**config.mk**
```make
export PLATFORM = sky130hd
export DESIGN_NAME = sfs_core
export DESIGN_NICKNAME = d
export VERILOG_FILES = /design/src/verilog/sfs_pkg.sv /design/src/verilog/sfs_core.sv
export VERILOG_INCLUDE_DIRS = /design/src /design/src/verilog
export SDC_FILE = /design/constraint.sdc
export NUM_CORES = 1
export LEC_CHECK = 0
export BUFFER_PORTS_ARGS = -buffer_cell sky130_fd_sc_hd__buf_2
export CORE_MARGIN = 4
export CORE_UTILIZATION = 40
export CTS_BUF_LIST = sky130_fd_sc_hd__clkbuf_8
export CTS_CLUSTER_SIZE = 30
export DETAILED_ROUTE_END_ITERATION = 10
export SLEW_MARGIN = 20
export SYNTH_ARGS = -nofsm -noshare
export SYNTH_HDL_FRONTEND = slang
export SYNTH_SLANG_ARGS = --single-unit
```
**constraint.sdc**
```tcl
create_clock -name CORE_CLK_IN -period 2.52 [get_ports CORE_CLK_IN]
set_input_delay 0 -clock CORE_CLK_IN [delete_from_list [all_inputs] [get_ports CORE_CLK_IN]]
set_output_delay 0 -clock CORE_CLK_IN [all_outputs]
set_load 0.03 [all_outputs]
```
**src/verilog/sfs_regs.svh**
```systemverilog
/*
 * Register map, field positions, reset values and counts of the
 * FIFO status and infrared mode block.
 * Assumes a 32-bit classic Wishbone slave with word-aligned registers.
 */
`ifndef SFS_REGS_SVH
`define SFS_REGS_SVH

// Byte offsets of the registers
`define SFS_OFS_FILL      8'h00
`define SFS_OFS_ERRMAP    8'h04
`define SFS_OFS_IRMODE    8'h08
`define SFS_OFS_FIFOCTL   8'h0C
`define SFS_OFS_SERMODE   8'h10
`define SFS_OFS_BITRATE   8'h14

// Fill count layout
`define SFS_TX_CNT_LSB    8
`define SFS_CNT_W         5
`define SFS_FIFO_DEPTH    5'h10

// Infrared mode register fields
`define SFS_IR_SELECT     7
`define SFS_IR_PSEL       6
`define SFS_IR_RXPOL      5
`define SFS_IRMODE_RST    8'h00

// FIFO control register fields
`define SFS_TX_CLEAR      2
`define SFS_RX_CLEAR      1

// Serial mode register fields
`define SFS_SER_SYNC      7
`define SFS_ICK_MSB       6
`define SFS_ICK_LSB       3

// Infrared pulse lasts this many of the 16 ticks per bit
`define SFS_IR_PULSE_TICKS 2'h3
`define SFS_TICKS_PER_BIT  4'hF

`endif

```
**src/verilog/sfs_pkg.sv**
```systemverilog
/*
 * Types shared by the FIFO status and infrared mode block.
 * Assumes the constants of sfs_regs.svh.
 */
package sfs_pkg;
	// Infrared transmit pulse shaper states
	typedef enum logic [0:0] {
		SFS_IRTX_IDLE,
		SFS_IRTX_PULSE
	} sfs_irtx_state_t;

	typedef logic [4:0] sfs_count_t;
endpackage

```
**src/verilog/sfs_core.sv**
```systemverilog
/*
 * Status and configuration part of a FIFO serial unit: fill counts of
 * the 16-stage transmit and receive FIFOs, receive error map per stage,
 * infrared mode control, infrared pulse clock and pulse shaping.
 * Assumes FIFO storage and the serial engine sit outside on the same
 * clock and report one-cycle push and pop strobes; standby inputs are
 * asynchronous levels.
 */
// Decided for this implementation: the register addresses and register access over Wishbone.
`timescale 1ns/1ps
`include "sfs_regs.svh"

// Behaviour
// - Fill register: tx count high, rx low
// - Fill counts clear on reset and standby
// - FIFO clear bits empty FIFOs, zero counts
// - Tx count sits in bits 12..8
// - Tx count 0 empty, 16 full
// - Rx count bits 4..0, 0 to 16
// - Reserved bits read zero, write zero
// - Error map bit n flags stage n
// - Rx FIFO clear leaves error map
// - Error flag clears on byte read, reset
// - Infrared register clears on reset, standby
// - Bit 7 selects infrared operation
// - Pulse is 3/16 of bit length, or 3 pulse clocks with bit 6 set
// - Pulse clock is clock over 2N+2
// - Rx polarity bit 0 inverts data in infrared mode
// - Tx clear empties transmit FIFO while set
// - Rx clear empties receive FIFO while set
module sfs_core
	import sfs_pkg::*;
(
	input  wire logic             CORE_CLK_IN,      // 200 MHz clock
	input  wire logic             RST_IN,           // Sync reset, high
	input  wire logic             MOD_STANDBY_IN,   // Module standby, async
	input  wire logic             STANDBY_IN,       // Standby mode, async
	input  wire logic             WB_CYC_IN,        // Bus cycle
	input  wire logic             WB_STB_IN,        // Bus strobe
	input  wire logic             WB_WE_IN,         // Write enable
	input  wire logic [7:0]       WB_ADR_IN,        // Byte address
	input  wire logic [3:0]       WB_SEL_IN,        // Byte lanes
	input  wire logic [31:0]      WB_DAT_IN,        // Write data
	output logic      [31:0]      WB_DAT_OUT,       // Read data
	output logic                  WB_ACK_OUT,       // Acknowledge
	input  wire logic             TX_PUSH_IN,       // Byte queued for tx
	input  wire logic             TX_POP_IN,        // Engine took tx byte
	input  wire logic             RX_PUSH_IN,       // Engine stored rx byte
	input  wire logic             RX_ERR_IN,        // Parity/framing error
	input  wire logic             RX_POP_IN,        // Software read rx byte
	input  wire logic             TX_BIT_START_IN,  // Start of a tx bit
	input  wire logic             TX_BIT_IN,        // Serial tx bit value
	input  wire logic             IR_RX_IN,         // Pin from transceiver
	output logic                  IR_TX_OUT,        // Pin to transceiver
	output logic                  RX_DATA_OUT,      // Rx data to engine
	output logic                  TX_FIFO_CLEAR_OUT,// Empty tx FIFO
	output logic                  RX_FIFO_CLEAR_OUT,// Empty rx FIFO
	output logic                  IR_MODE_OUT,      // Infrared selected
	output logic                  IR_CLK_EN_OUT,    // Pulse clock enable
	output logic                  TX_FULL_OUT,      // Tx FIFO full
	output logic                  RX_EMPTY_OUT      // Rx FIFO empty
);
	import sfs_pkg::*;

	// Two-stage synchronisers for asynchronous levels
	logic [1:0] sby_mod_s_r;
	logic [1:0] sby_s_r;
	logic [1:0] irrx_s_r;

	always_ff @(posedge CORE_CLK_IN) begin
		sby_mod_s_r <= {sby_mod_s_r[0], MOD_STANDBY_IN};
		sby_s_r     <= {sby_s_r[0], STANDBY_IN};
		irrx_s_r    <= {irrx_s_r[0], IR_RX_IN};
	end

	// Standby clears the software registers, counts, error map, dividers and shaper state
	logic sby;
	assign sby = sby_mod_s_r[1] | sby_s_r[1];

	// Bus decode
	logic bus_req;
	logic bus_wr;
	logic lane0;
	assign bus_req = WB_CYC_IN & WB_STB_IN & ~WB_ACK_OUT;
	assign bus_wr  = bus_req & WB_WE_IN;
	assign lane0   = WB_SEL_IN[0];

	// Software registers
	logic [7:3]   irmode_r, irmode_nxt;
	logic [2:1]   fifoctl_r, fifoctl_nxt;
	logic [7:3]   sermode_r, sermode_nxt;
	logic [7:0]   bitrate_r, bitrate_nxt;

	always_comb begin
		irmode_nxt  = irmode_r;
		fifoctl_nxt = fifoctl_r;
		sermode_nxt = sermode_r;
		bitrate_nxt = bitrate_r;
		if (sby) begin
			irmode_nxt  = '0;
			fifoctl_nxt = '0;
			sermode_nxt = '0;
			bitrate_nxt = '0;
		end else if (bus_wr && lane0) begin
			unique case (WB_ADR_IN)
				`SFS_OFS_IRMODE: irmode_nxt = {WB_DAT_IN[7:5], 2'h0};
				`SFS_OFS_FIFOCTL: fifoctl_nxt = WB_DAT_IN[2:1];
				`SFS_OFS_SERMODE: sermode_nxt = WB_DAT_IN[7:3];
				`SFS_OFS_BITRATE: bitrate_nxt = WB_DAT_IN[7:0];
				default: ;
			endcase
		end
	end

	// Bits 4..3 of the infrared register are reserved and never stored
	always_ff @(posedge CORE_CLK_IN) begin
		if (RST_IN) begin
			irmode_r  <= '0;
			fifoctl_r <= '0;
			sermode_r <= '0;
			bitrate_r <= '0;
		end else begin
			irmode_r  <= irmode_nxt;
			fifoctl_r <= fifoctl_nxt;
			sermode_r <= sermode_nxt;
			bitrate_r <= bitrate_nxt;
		end
	end

	logic tx_clr;
	logic rx_clr;
	assign tx_clr = fifoctl_r[`SFS_TX_CLEAR] | sby;
	assign rx_clr = fifoctl_r[`SFS_RX_CLEAR] | sby;

	// Fill counts and receive pointers
	sfs_count_t tx_cnt_r, tx_cnt_nxt;
	sfs_count_t rx_cnt_r, rx_cnt_nxt;
	logic [3:0] rx_wp_r, rx_wp_nxt;
	logic [3:0] rx_rp_r, rx_rp_nxt;
	logic       tx_do_push, tx_do_pop;
	logic       rx_do_push, rx_do_pop;

	// Full FIFO takes a push only beside a pop; empty pops are dropped
	always_comb begin
		tx_do_push = TX_PUSH_IN & (TX_POP_IN | tx_cnt_r != `SFS_FIFO_DEPTH);
		tx_do_pop  = TX_POP_IN & (tx_cnt_r != 5'h00);
		rx_do_push = RX_PUSH_IN & (RX_POP_IN | rx_cnt_r != `SFS_FIFO_DEPTH);
		rx_do_pop  = RX_POP_IN & (rx_cnt_r != 5'h00);
		tx_cnt_nxt = tx_cnt_r;
		rx_cnt_nxt = rx_cnt_r;
		rx_wp_nxt  = rx_wp_r;
		rx_rp_nxt  = rx_rp_r;
		if (tx_clr) begin
			tx_cnt_nxt = 5'h00;
		end else if (tx_do_push && !tx_do_pop) begin
			tx_cnt_nxt = tx_cnt_r + 5'h01;
		end else if (tx_do_pop && !tx_do_push) begin
			tx_cnt_nxt = tx_cnt_r - 5'h01;
		end
		if (rx_clr) begin
			rx_cnt_nxt = 5'h00;
			rx_wp_nxt  = 4'h0;
			rx_rp_nxt  = 4'h0;
		end else begin
			if (rx_do_push && !rx_do_pop) begin
				rx_cnt_nxt = rx_cnt_r + 5'h01;
			end else if (rx_do_pop && !rx_do_push) begin
				rx_cnt_nxt = rx_cnt_r - 5'h01;
			end
			if (rx_do_push) begin
				rx_wp_nxt = rx_wp_r + 4'h1;
			end
			if (rx_do_pop) begin
				rx_rp_nxt = rx_rp_r + 4'h1;
			end
		end
	end

	always_ff @(posedge CORE_CLK_IN) begin
		if (RST_IN) begin
			tx_cnt_r <= 5'h00;
			rx_cnt_r <= 5'h00;
			rx_wp_r  <= 4'h0;
			rx_rp_r  <= 4'h0;
		end else begin
			tx_cnt_r <= tx_cnt_nxt;
			rx_cnt_r <= rx_cnt_nxt;
			rx_wp_r  <= rx_wp_nxt;
			rx_rp_r  <= rx_rp_nxt;
		end
	end

	// Error map per stage; the FIFO clear bit does not touch it
	logic [15:0] errmap_r, errmap_nxt;

	generate
		for (genvar n = 0; n < 16; n++) begin : g_err
			always_comb begin
				errmap_nxt[n] = errmap_r[n];
				if (sby) begin
					errmap_nxt[n] = 1'b0;
				end else if (rx_do_push && !rx_clr &&
				             rx_wp_r == 4'(n)) begin
					errmap_nxt[n] = RX_ERR_IN;
				end else if (rx_do_pop && !rx_clr &&
				             rx_rp_r == 4'(n)) begin
					errmap_nxt[n] = 1'b0;
				end
			end
		end
	endgenerate

	always_ff @(posedge CORE_CLK_IN) begin
		if (RST_IN) begin
			errmap_r <= 16'h0000;
		end else begin
			errmap_r <= errmap_nxt;
		end
	end

	// Infrared pulse clock: period 2N+2 core cycles
	logic [4:0] irdiv_r, irdiv_nxt;
	logic       infrared_pulse_clock_en;
	logic [4:0] irdiv_top;
	assign irdiv_top = {sermode_r[`SFS_ICK_MSB:`SFS_ICK_LSB], 1'b1};
	assign infrared_pulse_clock_en  = (irdiv_r == irdiv_top);

	// Bit rate tick: one every bit_rate+1 cycles, 16 per bit
	logic [7:0] brdiv_r, brdiv_nxt;
	logic       brtick;
	assign brtick = (brdiv_r == bitrate_r);

	always_comb begin
		irdiv_nxt = infrared_pulse_clock_en ? 5'h00 : irdiv_r + 5'h01;
		brdiv_nxt = brtick ? 8'h00 : brdiv_r + 8'h01;
		if (sby) begin
			irdiv_nxt = 5'h00;
			brdiv_nxt = 8'h00;
		end
	end

	always_ff @(posedge CORE_CLK_IN) begin
		if (RST_IN) begin
			irdiv_r <= 5'h00;
			brdiv_r <= 8'h00;
		end else begin
			irdiv_r <= irdiv_nxt;
			brdiv_r <= brdiv_nxt;
		end
	end

	// Pulse shaper: a zero bit sends a 3-tick pulse of the chosen tick
	sfs_irtx_state_t irtx_st_r, irtx_st_nxt;
	logic [1:0]      irtx_cnt_r, irtx_cnt_nxt;
	logic            ir_tick;
	logic            ir_sel;
	assign ir_sel  = irmode_r[`SFS_IR_SELECT];
	assign ir_tick = irmode_r[`SFS_IR_PSEL] ? infrared_pulse_clock_en : brtick;

	always_comb begin
		irtx_st_nxt  = irtx_st_r;
		irtx_cnt_nxt = irtx_cnt_r;
		unique case (irtx_st_r)
			SFS_IRTX_IDLE: begin
				if (ir_sel && TX_BIT_START_IN && !TX_BIT_IN) begin
					irtx_st_nxt  = SFS_IRTX_PULSE;
					irtx_cnt_nxt = 2'h0;
				end
			end
			SFS_IRTX_PULSE: begin
				if (ir_tick) begin
					irtx_cnt_nxt = irtx_cnt_r + 2'h1;
					if (irtx_cnt_r == `SFS_IR_PULSE_TICKS - 2'h1) begin
						irtx_st_nxt = SFS_IRTX_IDLE;
					end
				end
			end
		endcase
		if (sby || !ir_sel) begin
			irtx_st_nxt = SFS_IRTX_IDLE;
		end
	end

	always_ff @(posedge CORE_CLK_IN) begin
		if (RST_IN) begin
			irtx_st_r  <= SFS_IRTX_IDLE;
			irtx_cnt_r <= 2'h0;
		end else begin
			irtx_st_r  <= irtx_st_nxt;
			irtx_cnt_r <= irtx_cnt_nxt;
		end
	end

	// Read mux; reserved and unmapped bits read as zero
	logic [31:0] rd_data;
	always_comb begin
		rd_data = 32'h0000_0000;
		unique case (WB_ADR_IN)
			`SFS_OFS_FILL: begin
				rd_data[`SFS_TX_CNT_LSB +: `SFS_CNT_W] = tx_cnt_r;
				rd_data[`SFS_CNT_W-1:0] = rx_cnt_r;
			end
			`SFS_OFS_ERRMAP:  rd_data[15:0] = errmap_r;
			`SFS_OFS_IRMODE:  rd_data[7:3]  = irmode_r;
			`SFS_OFS_FIFOCTL: rd_data[2:1]  = fifoctl_r;
			`SFS_OFS_SERMODE: rd_data[7:3]  = sermode_r;
			`SFS_OFS_BITRATE: rd_data[7:0]  = bitrate_r;
			default: ;
		endcase
	end

	// Output registers; every top output comes from a flip-flop
	always_ff @(posedge CORE_CLK_IN) begin
		if (RST_IN) begin
			WB_ACK_OUT        <= 1'b0;
			WB_DAT_OUT        <= 32'h0000_0000;
			IR_TX_OUT         <= 1'b1;
			RX_DATA_OUT       <= 1'b1;
			TX_FIFO_CLEAR_OUT <= 1'b1;
			RX_FIFO_CLEAR_OUT <= 1'b1;
			IR_MODE_OUT       <= 1'b0;
			IR_CLK_EN_OUT     <= 1'b0;
			TX_FULL_OUT       <= 1'b0;
			RX_EMPTY_OUT      <= 1'b1;
		end else begin
			// One-cycle ack keeps every access a fixed two edges
			WB_ACK_OUT        <= bus_req;
			WB_DAT_OUT        <= bus_req ? rd_data : 32'h0000_0000;
			// Infrared line idles low; plain mode passes the bit
			IR_TX_OUT         <= ir_sel ? (irtx_st_r == SFS_IRTX_PULSE)
			                            : TX_BIT_IN;
			RX_DATA_OUT       <= (ir_sel && !irmode_r[`SFS_IR_RXPOL])
			                     ? ~irrx_s_r[1] : irrx_s_r[1];
			TX_FIFO_CLEAR_OUT <= tx_clr;
			RX_FIFO_CLEAR_OUT <= rx_clr;
			IR_MODE_OUT       <= ir_sel;
			IR_CLK_EN_OUT     <= infrared_pulse_clock_en;
			TX_FULL_OUT       <= (tx_cnt_nxt == `SFS_FIFO_DEPTH);
			RX_EMPTY_OUT      <= (rx_cnt_nxt == 5'h00);
		end
	end

endmodule

```
==> impl_results.md <==
- Status: finished, final reports clean
- Setup bufs post-CTS: 0
- Share of cells above drive strength 1: 17.8%
- Vias in the first global route: 4082
- Initial core utilization: 40.8%
- Crit path time final: 2.31 ns
- H-tree Lvls: 3
- Fmax: 432 MHz
- Clock Pin Slew Worst Setup and Hold Paths: 0.10 ns
- Synth unique cells: 64
- Sequential fraction of the synthesis area: 40.6%
- Router iterations before antenna repair: 6
- Worst endpoint required time: 2.84 ns
- Pleak: 2.26 nW
- Crit path kind: flop to flop
- Async SR Flop Fraction: 0%
- All-Layer GR Usage: 17.2%
- Hold Path Class: input pin to flop
- WL per Instance: 15.3 µm
- Number of flops mapped to enable cells by yosys: 0
- Met3 Use GR: 3.40%
- CP max stage cell: or4b_4
- Net count reported at finish: 693
- Worst relative slew slack: 45.3%
- Tcrit/Tclk final: 91.8%
- Area fraction of the dominant cell type after synthesis: 40.6%
- Pwr dens: 498 mW/mm²
- Post-Syn Area: 0.00488 mm²
- CP Capture Type: flop
- Final wirelength: 11.8 mm
- R2R Setup Slk: 0.21 ns
- # IOs: 100
- Arrival time at the worst endpoint: 2.63 ns
- Initial antenna violation count: 0
- Post-route cell area: 0.00561 mm²
- Vias per cell: 5.42
- Yosys top cell by area: dfxtp_1
- Startpoint types: flop
- Detailed Place HPWL: 8.93 mm
- Worst vdd ir: 0.286 mV
- Die width: 118 µm
- Die Height: 118 µm
- Vias: 4172
- Top-count cell post-synth: dfxtp_1
- Synth Flop Type: dfxtp_1
- Pin count of the biggest net entering global routing: 24
- Die area: 0.0140 mm²
- Area Growth Syn to Fin: 15.0%
- Final Slew Violations: 0
- Seq cells post-synth: 99
- Clk sinks: 99
- Post-synth top cells: dfxtp_1, nor2_1, nand2_1, clkbuf_1, xor2_1
- Hold WS: 0.0360 ns
- Ant diodes: 0
- Grt met2 use: 26.5%
- Port Buf Inserts: 56
- Worst path bufs/invs: 1
- Crit path cell chain: inv_1 > ha_1 > or4b_4 > and2_4 > or3_4 > o311ai_2 > a41o_1
- Root buf cell: clkbuf_8
- Worst-margin pin slew: 0.820 ns
- Detail Route Antenna Nets: 0
- Warnings from Yosys: 0
- CTS max path bufs: 2
- Global route hottest layer: met2
- Worst skew pair latency: 0.37 ns
- Core ar.: 0.0120 mm²
- Routability cong.: 0.871
- # DRC: 0
- Row cnt: 40
- RSZ-0062 raised after global routing: no
- Final setup viols: 0
- First-pass GRT wire length: 19.6 mm
- Worst path top cell family by delay: simple AND/OR/NAND/NOR gates
- Slowest stage delay, CP: 0.56 ns
- Final Util: 46.9%
- Worst Clk Skew: 0.0128 ns
- DP Area: 0.00529 mm²
- Synthesized instance count: 551
- Final hold vios: 0
- First DRT Iteration DRCs: 255
- Gr ovfl total: 0
- Sum Neg Setup Slack: 0 ns
- Syn_area_per_cell: 8.86 µm²
- CTS buffer count: 9
- Met1 GRT Util: 22.9%
- Synth top area cells: dfxtp_1, nor2_1, mux2i_1, ha_1, xor2_1
- Max-cap viol count: 0
- CTS tree: done
- Worst Path Max Fanout: 11
==> worst paths after layout <==
check                           cells past startpoint                    from                 endpoint
worst min-delay path                                4               WB_STB_IN    WB_ACK_OUT$_SDFF_PP0_
worst max-delay path                                7  rx_cnt_r[0]$_SDFF_PP0_  RX_EMPTY_OUT$_SDFF_PP1_
worst max register to register                      7  rx_cnt_r[0]$_SDFF_PP0_  RX_EMPTY_OUT$_SDFF_PP1_
worst min register to register                      0  sby_mod_s_r[0]$_DFF_P_   sby_mod_s_r[1]$_DFF_P_
==> tightest hold or removal path, cell delays in order <==
cell     delay (ns)
buf_2          0.10
nand2_1        0.07
nor3_1         0.05
buf_4          0.15
==> logic make-up after synthesis <==
group / after synthesis / synth area share (%)
flip-flops: 99 / 40.6
AND/OR/NAND/NOR: 217 / 23.2
buffers and inverters: 58 / 5.95
XOR/XNOR: 32 / 5.74
other: 1 / 0.0768
multiplexers: 26 / 5.49
adder cells (fa/ha/maj): 15 / 3.85
AO/OA/AOI/OAI: 103 / 15.1
==> registers in the layout, indices dropped and copies added, names as in the netlist, 3 cells and up <==
register	cells
WB_DAT_OUT	16
errmap_r	16
bitrate_r	8
brdiv_r	8
irdiv_r	5
rx_cnt_r	5
sermode_r	5
tx_cnt_r	5
rx_rp_r	4
rx_wp_r	4
irmode_r	3
==> stage by stage <==
stage                     power, W  cells  setup slack, ns
final                      0.00279    770            0.206
after global routing       0.00293    770           0.0616
after CTS                  0.00284    770            0.196
after detailed placement   0.00184    741            0.228
after global placement     0.00183    741            0.280
after floorplan            0.00179    566            0.392
==> cells in the final DEF (no fill, tap or decap), types with 5 or more instances in the layout <==
cell type,instances
dfxtp_1,99
nor2_1,64
buf_2,56
nand2_1,41
xor2_1,21
mux2i_1,20
a21oi_1,20
o21ai_0,20
nor3_1,18
nand3_1,16
conb_1,16
buf_4,16
ha_1,15
inv_1,14
dlygate4sd3_1,14
nor2b_1,12
o32ai_1,12
nand2b_1,11
xnor2_1,11
nand4_1,11
clkbuf_8,11
a22o_1,8
a211oi_1,6
mux2_2,6
and3_1,6
o2111ai_1,5
or3_1,5
and2_1,5
==> area by class of cell <==
cell class	count	area (µm²)
well taps	147	184
clock inverters	4	33.8
repair buffers	86	541
multi-input cells	409	2670
clock buffers	11	151
inverters	14	52.6
fillers	1175	6350
flip-flops and latches	99	1980
==> power breakdown <==
group | internal [W] | total, W | switching [W] | leakage, nW
Clock | 0.000417 | 0.000975 | 0.000558 | 0.0924
Combinational | 0.0000844 | 0.000235 | 0.000150 | 1.37
Sequential | 0.00158 | 0.00158 | 0.00000855 | 0.801
Total | 0.00208 | 0.00279 | 0.000717 | 2.26
==> per-layer routing <==
layer | wire [µm] | part of all wire [%]
met1 | 5530 | 47
met3 | 666 | 5.6
met2 | 5260 | 44
met5 | 0 | 0
met4 | 355 | 3.0
==> repair_timing <==
item | 4_1_cts | 5_1_grt
endpoints found under the hold margin | 31 | 0
setup endpoints to repair | 0 | 0
hold buffers | 14 | 0
gates resized for setup | 0 | 0
Power figures use the tool's default switching activity.
